### src/pkg/scp_pkg.sv
// package: constants and types for the serial control port register block
package scpr_pkg;
	localparam int         NUM_REGS       = 16;
	localparam int         ADDR_W         = 4;
	localparam int         DATA_W         = 8;
	localparam int         FRAME_BITS     = 16;
	localparam int         CNT_W          = 5;
	localparam logic [7:0] REG_RESET_VAL  = 8'h00;
	localparam logic [3:0] PUMP_REG_ADDR  = 4'h0;
	localparam int         PUMP_BIT       = 0;
	localparam logic [4:0] CNT_RESET      = 5'h00;
	localparam logic [4:0] CNT_ADDR_DONE  = 5'h08;
	localparam logic [4:0] CNT_FRAME_DONE = 5'h10;
	localparam int         RW_BIT         = 7;

	typedef struct packed {
		logic clk;
		logic select_n;
		logic din;
	} scpr_link_in_t;

	typedef enum logic [1:0] {
		SCPR_IDLE = 2'b00,
		SCPR_ADDR = 2'b01,
		SCPR_DATA = 2'b11,
		SCPR_WAIT = 2'b10
	} scpr_state_t;
endpackage : scpr_pkg

### src/verilog/scp_regs.sv
// module: serial control port with sixteen byte registers
`timescale 1ns/1ps
module scpr_regs (
	input  wire logic                                      clk,
	input  wire logic                                      nrst,
	input  wire logic                                      ctrl_serial_clk,
	input  wire logic                                      ctrl_select_n,
	input  wire logic                                      ctrl_serial_in,
	input  wire logic                                      powerdown_reset_n,
	output logic                                           ctrl_serial_out,
	output logic                                           ctrl_serial_out_oe,
	output logic                                           charge_pump_en,
	output logic                                           dsp_reset,
	output logic [scpr_pkg::NUM_REGS*scpr_pkg::DATA_W-1:0] byte_regs_flat
);
	import scpr_pkg::*;

	// ****************************************
	// helpers
	// ****************************************
	// settled level: stages two and three agree, else hold
	function automatic logic settle(input logic stage2, input logic stage3, input logic held);
		settle = (stage2 == stage3) ? stage3 : held;
	endfunction : settle

	function automatic logic [CNT_W-1:0] count_up(input logic [CNT_W-1:0] count);
		count_up = count + CNT_W'(1);
	endfunction : count_up

	// ****************************************
	// input synchronisers
	// ****************************************
	scpr_link_in_t s1_reg, s2_reg, s3_reg;
	logic          pdr1_reg, pdr2_reg, pdr3_reg;

	always_ff @(posedge clk) begin
		if (!nrst) begin
			s1_reg   <= 3'b011;
			s2_reg   <= 3'b011;
			s3_reg   <= 3'b011;
			// pin idles high, so no false edge after reset
			pdr1_reg <= 1'b1;
			pdr2_reg <= 1'b1;
			pdr3_reg <= 1'b1;
		end else begin
			s1_reg   <= '{ctrl_serial_clk, ctrl_select_n, ctrl_serial_in};
			s2_reg   <= s1_reg;
			s3_reg   <= s2_reg;
			pdr1_reg <= powerdown_reset_n;
			pdr2_reg <= pdr1_reg;
			pdr3_reg <= pdr2_reg;
		end
	end

	// a level counts once stages two and three agree
	logic sclk_reg, sel_n_reg, din_reg, pdr_reg;
	always_ff @(posedge clk) begin
		if (!nrst) begin
			sclk_reg  <= 1'b0;
			sel_n_reg <= 1'b1;
			din_reg   <= 1'b0;
			pdr_reg   <= 1'b1;
		end else begin
			if (s2_reg.clk == s3_reg.clk)
				sclk_reg <= s3_reg.clk;
			if (s2_reg.select_n == s3_reg.select_n)
				sel_n_reg <= s3_reg.select_n;
			if (s2_reg.din == s3_reg.din)
				din_reg <= s3_reg.din;
			if (pdr2_reg == pdr3_reg)
				pdr_reg <= pdr3_reg;
		end
	end

	wire sclk_new = settle(s2_reg.clk, s3_reg.clk, sclk_reg);
	wire sel_new  = settle(s2_reg.select_n, s3_reg.select_n, sel_n_reg);
	wire pdr_new  = settle(pdr2_reg, pdr3_reg, pdr_reg);

	wire active   = !sel_n_reg;
	wire rise     = active && !sclk_reg && sclk_new;
	wire fall     = active && sclk_reg && !sclk_new;
	wire pdr_rise = !pdr_reg && pdr_new;
	wire sel_rise = !sel_n_reg && sel_new;

	// ****************************************
	// frame sequencer
	// ****************************************
	scpr_state_t          state_reg, state_next;
	logic [CNT_W-1:0]     cnt_reg, cnt_next;
	logic [DATA_W-1:0]    shift_reg, shift_next;
	logic [DATA_W-1:0]    tx_reg, tx_next;
	logic [ADDR_W-1:0]    addr_reg, addr_next;
	logic                 rd_reg, rd_next;
	logic [DATA_W-1:0]    regs_reg [NUM_REGS];

	wire                  addr_done = rise && (cnt_reg == CNT_ADDR_DONE - 5'h01);
	wire                  data_done = rise && (cnt_reg == CNT_FRAME_DONE - 5'h01);
	wire [DATA_W-1:0]     shift_in  = {shift_reg[DATA_W-2:0], din_reg};
	wire [ADDR_W-1:0]     addr_in   = shift_in[ADDR_W-1:0];
	wire                  do_write  = data_done && !rd_reg && !sel_new;
	wire                  tx_hold   = (cnt_reg == CNT_ADDR_DONE);

	always_comb begin
		state_next = state_reg;
		cnt_next   = cnt_reg;
		shift_next = shift_reg;
		tx_next    = tx_reg;
		addr_next  = addr_reg;
		rd_next    = rd_reg;
		case (state_reg)
			SCPR_IDLE: begin
				cnt_next = CNT_RESET;
				if (active) begin
					state_next = SCPR_ADDR;
				end
			end
			SCPR_ADDR: begin
				if (rise) begin
					shift_next = shift_in;
					cnt_next   = count_up(cnt_reg);
				end
				if (addr_done) begin
					addr_next  = addr_in;
					rd_next    = shift_in[RW_BIT];
					tx_next    = regs_reg[addr_in];
					state_next = SCPR_DATA;
				end
			end
			SCPR_DATA: begin
				if (rise) begin
					if (!rd_reg)
						shift_next = shift_in;
					cnt_next = count_up(cnt_reg);
				end
				// top bit stands over the first falling edge of the data half
				if (fall && rd_reg && !tx_hold)
					tx_next = {tx_reg[DATA_W-2:0], 1'b0};
				if (data_done)
					state_next = SCPR_WAIT;
			end
			SCPR_WAIT: begin
				// edges past the sixteenth wait for the enable to rise
				cnt_next = cnt_reg;
			end
			default: begin
				state_next = SCPR_IDLE;
			end
		endcase
		if (sel_rise || !active) begin
			state_next = SCPR_IDLE;
			cnt_next   = CNT_RESET;
			rd_next    = 1'b0;
		end
	end

	always_ff @(posedge clk) begin
		if (!nrst) begin
			state_reg <= SCPR_IDLE;
			cnt_reg   <= CNT_RESET;
			shift_reg <= REG_RESET_VAL;
			tx_reg    <= REG_RESET_VAL;
			addr_reg  <= '0;
			rd_reg    <= 1'b0;
		end else begin
			state_reg <= state_next;
			cnt_reg   <= cnt_next;
			shift_reg <= shift_next;
			tx_reg    <= tx_next;
			addr_reg  <= addr_next;
			rd_reg    <= rd_next;
		end
	end

	// ****************************************
	// byte registers
	// ****************************************
	// power-down edge restores the reference values
	always_ff @(posedge clk) begin
		for (int i = 0; i < NUM_REGS; i++) begin
			if (!nrst || pdr_rise)
				regs_reg[i] <= REG_RESET_VAL;
			else if (do_write && addr_reg == ADDR_W'(i))
				regs_reg[i] <= shift_in;
		end
	end

	// one-cycle restart pulse for the processing core
	always_ff @(posedge clk) begin
		if (!nrst)
			dsp_reset <= 1'b1;
		else
			dsp_reset <= pdr_rise;
	end

	// ****************************************
	// outputs
	// ****************************************
	// flat view of the register file
	always_comb begin
		for (int i = 0; i < NUM_REGS; i++)
			byte_regs_flat[i*DATA_W +: DATA_W] = regs_reg[i];
	end

	assign charge_pump_en     = regs_reg[PUMP_REG_ADDR][PUMP_BIT];
	assign ctrl_serial_out    = tx_reg[DATA_W-1];
	assign ctrl_serial_out_oe = (state_reg == SCPR_DATA) && rd_reg;
endmodule : scpr_regs

### config.mk
export PLATFORM = sky130hd
export DESIGN_NAME = scpr_regs
export DESIGN_NICKNAME = d
export VERILOG_FILES = /design/src/pkg/scp_pkg.sv /design/src/verilog/scp_regs.sv
export SDC_FILE = /design/constraint.sdc
export NUM_CORES = 1
export LEC_CHECK = 0
export ABC_AREA = 1
export BUFFER_PORTS_ARGS = -buffer_cell sky130_fd_sc_hd__clkbuf_2
export CELL_PAD_IN_SITES_DETAIL_PLACEMENT = 1
export CELL_PAD_IN_SITES_GLOBAL_PLACEMENT = 1
export CORE_MARGIN = 2
export CORE_UTILIZATION = 35
export DETAILED_ROUTE_END_ITERATION = 8
export PLACE_DENSITY = 0.65
export SLEW_MARGIN = 20
export SYNTH_ARGS = -nofsm -noshare
export SYNTH_HDL_FRONTEND = slang
export SYNTH_SLANG_ARGS = --single-unit
### constraint.sdc
create_clock -name clk -period 4.4 [get_ports clk]
set_input_delay 0 -clock clk [delete_from_list [all_inputs] [get_ports clk]]
set_output_delay 0 -clock clk [all_outputs]
set_load 0.03 [all_outputs]
==> flow_metrics.tcl <==
set metrics [dict create \
    mean_instance_size_in_the_synthesized_netlist_um2 8.89 \
    route.detailed.wl_per_inst_um 19.5 \
    floorplan.initialDensity_pct 35.6 \
    critPathSlowestCell "nor3_4" \
    timing_worst_slew_pin_value_ns 1.08 \
    tritoncts_clock_tree "done" \
    final_cell_count_no_fill 1323 \
    timing.reg2reg.setup_slack_ns 1.79 \
    timing.final.max_slew_violations 0 \
    ctsResizeCount 0 \
    end_kind "flop" \
    fmaxAchievable_ghz 0.383 \
    die_w_um 156 \
    cp_bufs_invs 0 \
    global_route.overflow_total 0 \
    fp.coreArea_mm2 0.0226 \
    pwr_density_cell_mw_per_mm2 374 \
    finalClockSkew_ns 0.0140 \
    htreeDepth 4 \
    clock_tree.root_cell "clkbuf_16" \
    routed-via-count 6646 \
    ctsHoldBuffers 5 \
    synthesis.nets 915 \
    critical_path_class "reg2reg" \
    ys_warn_count 0 \
    grt_pass1_wl_mm 39.3 \
    postCtsSetupRepairBufs 0 \
    holdCritPathClass "in2reg" \
    synth_top_area_cell "edfxtp_1" \
    critical_path.max_fanout 8 \
    synth_commonest_cells "241 x nand2_1, 168 x nor2_1, 128 x edfxtp_1, 90 x inv_1, 88 x nand3_1" \
    post-synth-top-area-fraction_pct 47.7 \
    routed_via_count_divided_by_cell_count 5.02 \
    diode_count 0 \
    place.gp.congestion 0.812 \
    track_usage_pct 21.7 \
    grt_max_degree 72 \
    finalCriticalPeriod_ns 2.61 \
    layout_worst_path_cycle_share_pct 59.3 \
    worstSkewPairLatency_ns 0.44 \
    timing.critical_path.from_type "flop" \
    worst_path_dominant_cell_family "simple AND/OR/NAND/NOR gates" \
    detail-route-antenna-nets 0 \
    drcViolationCount 0 \
    netlist_area_before_placement_mm2 0.00806 \
    synthesized_instance_count 906 \
    largest_register_ffs 128 \
    critPathRequiredTime_ns 4.49 \
    critical_path.cell_chain "ha_1, nand2_1, nor2_1, ha_1, nand4_4, nor3_4, nand2_1, nand2_1" \
    half_perimeter_wire_length_of_the_detailed_placement_result_mm 17.9 \
    synth_edf_count 128 \
    design.die.area_mm2 0.0242 \
    nNetsFinal 1034 \
    total_number_of_placement_rows 55 \
    ys.flop_type "edfxtp_1" \
    holdWs_ns 0.294 \
    layout-drive-gt1-share_pct 20.3 \
    post_synth_num_cell_types 26 \
    arrival_ns 2.70 \
    run_status "finished, final reports clean" \
    proportion_of_synthesized_flip_flops_having_asynchronous_set_or_reset_pct 0 \
    synthMostInstantiatedCell "nand2_1" \
    setup_viol 0 \
    cts_inserted_buffers 17 \
    synth_sequential_area_ratio_pct 58.6 \
    clk_transition_reported_paths_ns 0.07 \
    total_power_mw 3.58 \
    clock_sink_count 172 \
    critical-path-max-stage-delay_ns 0.62 \
    synth.area.top_cells "edfxtp_1 48%, nand2_1 11%, dfxtp_1 11%" \
    grt_setup_unrepaired "false" \
    most_common_cell_type_on_the_critical_path "nand2_1" \
    slew-limit-headroom_pct 28.0 \
    ctsLongestPathBuffers 2 \
    irDropWorstVdd_mv 0.280 \
    cap_viol_max_count 0 \
    top_level_ports 138 \
    first_pass_iters 4 \
    tns_ns 0 \
    finalWirelength_mm 25.8 \
    number_of_antenna_violations_at_the_first_check_in_global_routing 0 \
    place.port_buffers 137 \
    via_count_of_the_first_global_routing_pass 6729 \
    first_iter_violations 459 \
    die_h_um 156 \
    area_growth_syn_to_layout_pct 18.8 \
    leakage_nw 3.97 \
    timing_hold_violations_final 0 \
    ys_seq_elements 172 \
    dp_cells 1286 \
]
-- logic make-up after synthesis --
logic type,synth area share (%)
AOI/OAI and AO/OA,3.53
xor gates and xnor gates,0.109
adders and majority gates,0.466
buffers and inverters,6.85
DFF,58.6
and+or+nand+nor,30.4
-- area by class of cell --
| class | instances | area, µm² |
|---|---|---|
| Clock buffer | 17 | 425 |
| Clock inverter | 15 | 139 |
| Fill cell | 2689 | 13100 |
| Inverter | 95 | 358 |
| Multi-Input combinational cell | 591 | 2780 |
| Sequential cell | 172 | 4730 |
| Tap cell | 285 | 357 |
| Timing Repair Buffer | 148 | 781 |
-- stage by stage --
step	worst slack [ns]	util, %	instance area [µm²]
floorplan	2.28	-	8060
global route	1.58	42.3	9570
global placement	1.84	39.5	8950
CTS	1.76	42.2	9570
finish	1.79	42.3	9570
detailed placement	1.79	39.5	8950
-- tightest hold or removal path: stages --
cell and delay [ns]:
dlygate4sd3_1 0.52, clkbuf_2 0.09, or2_2 0.09
-- path summary, 6_finish.rpt --
check / depth (start not counted) / to / start
max: 8 / regs_reg[14][3] / cnt_reg[1]
min: 3 / s1_reg[0] / ctrl_serial_in
max reg2reg: 8 / regs_reg[14][3] / cnt_reg[1]
min reg2reg: 2 / s2_reg[2] / s1_reg[2]
-- layer usage --
layer  track usage [%]  vias up  share of wire [%]
met3              4.83       24                5.9
li1                  -     3152                  -
met4              5.33        0                1.3
met1              29.3     3287                 45
met5                 0        -                  0
met2              35.7      183                 47
-- cells in the final DEF (no fill, tap or decap), drive strengths merged --
| cell | instances |
|---|---|
| nand3 | 104 |
| nand4 | 2 |
| nor3 | 7 |
| buf | 6 |
| o211ai | 4 |
| nand2 | 241 |
| clkbuf | 154 |
| nor2 | 168 |
| clkinv | 10 |
| dfxtp | 44 |
| o21a | 1 |
| clkinvlp | 5 |
| dlygate4sd3 | 5 |
| a211oi | 2 |
| ha | 3 |
| o21ai | 20 |
| o22ai | 1 |
| bufinv | 1 |
| inv | 94 |
| a21oi | 25 |
| edfxtp | 128 |
| or2 | 12 |
| xor2 | 1 |
-- report_power, final --
part | internal (mW) | leakage [nW] | switching (mW) | total (mW)
clock network | 0.786 | 0.259 | 0.683 | 1.47
logic | 0.0680 | 2.01 | 0.223 | 0.291
registers | 1.78 | 1.69 | 0.0345 | 1.82
(Power assumes the default switching activity.)
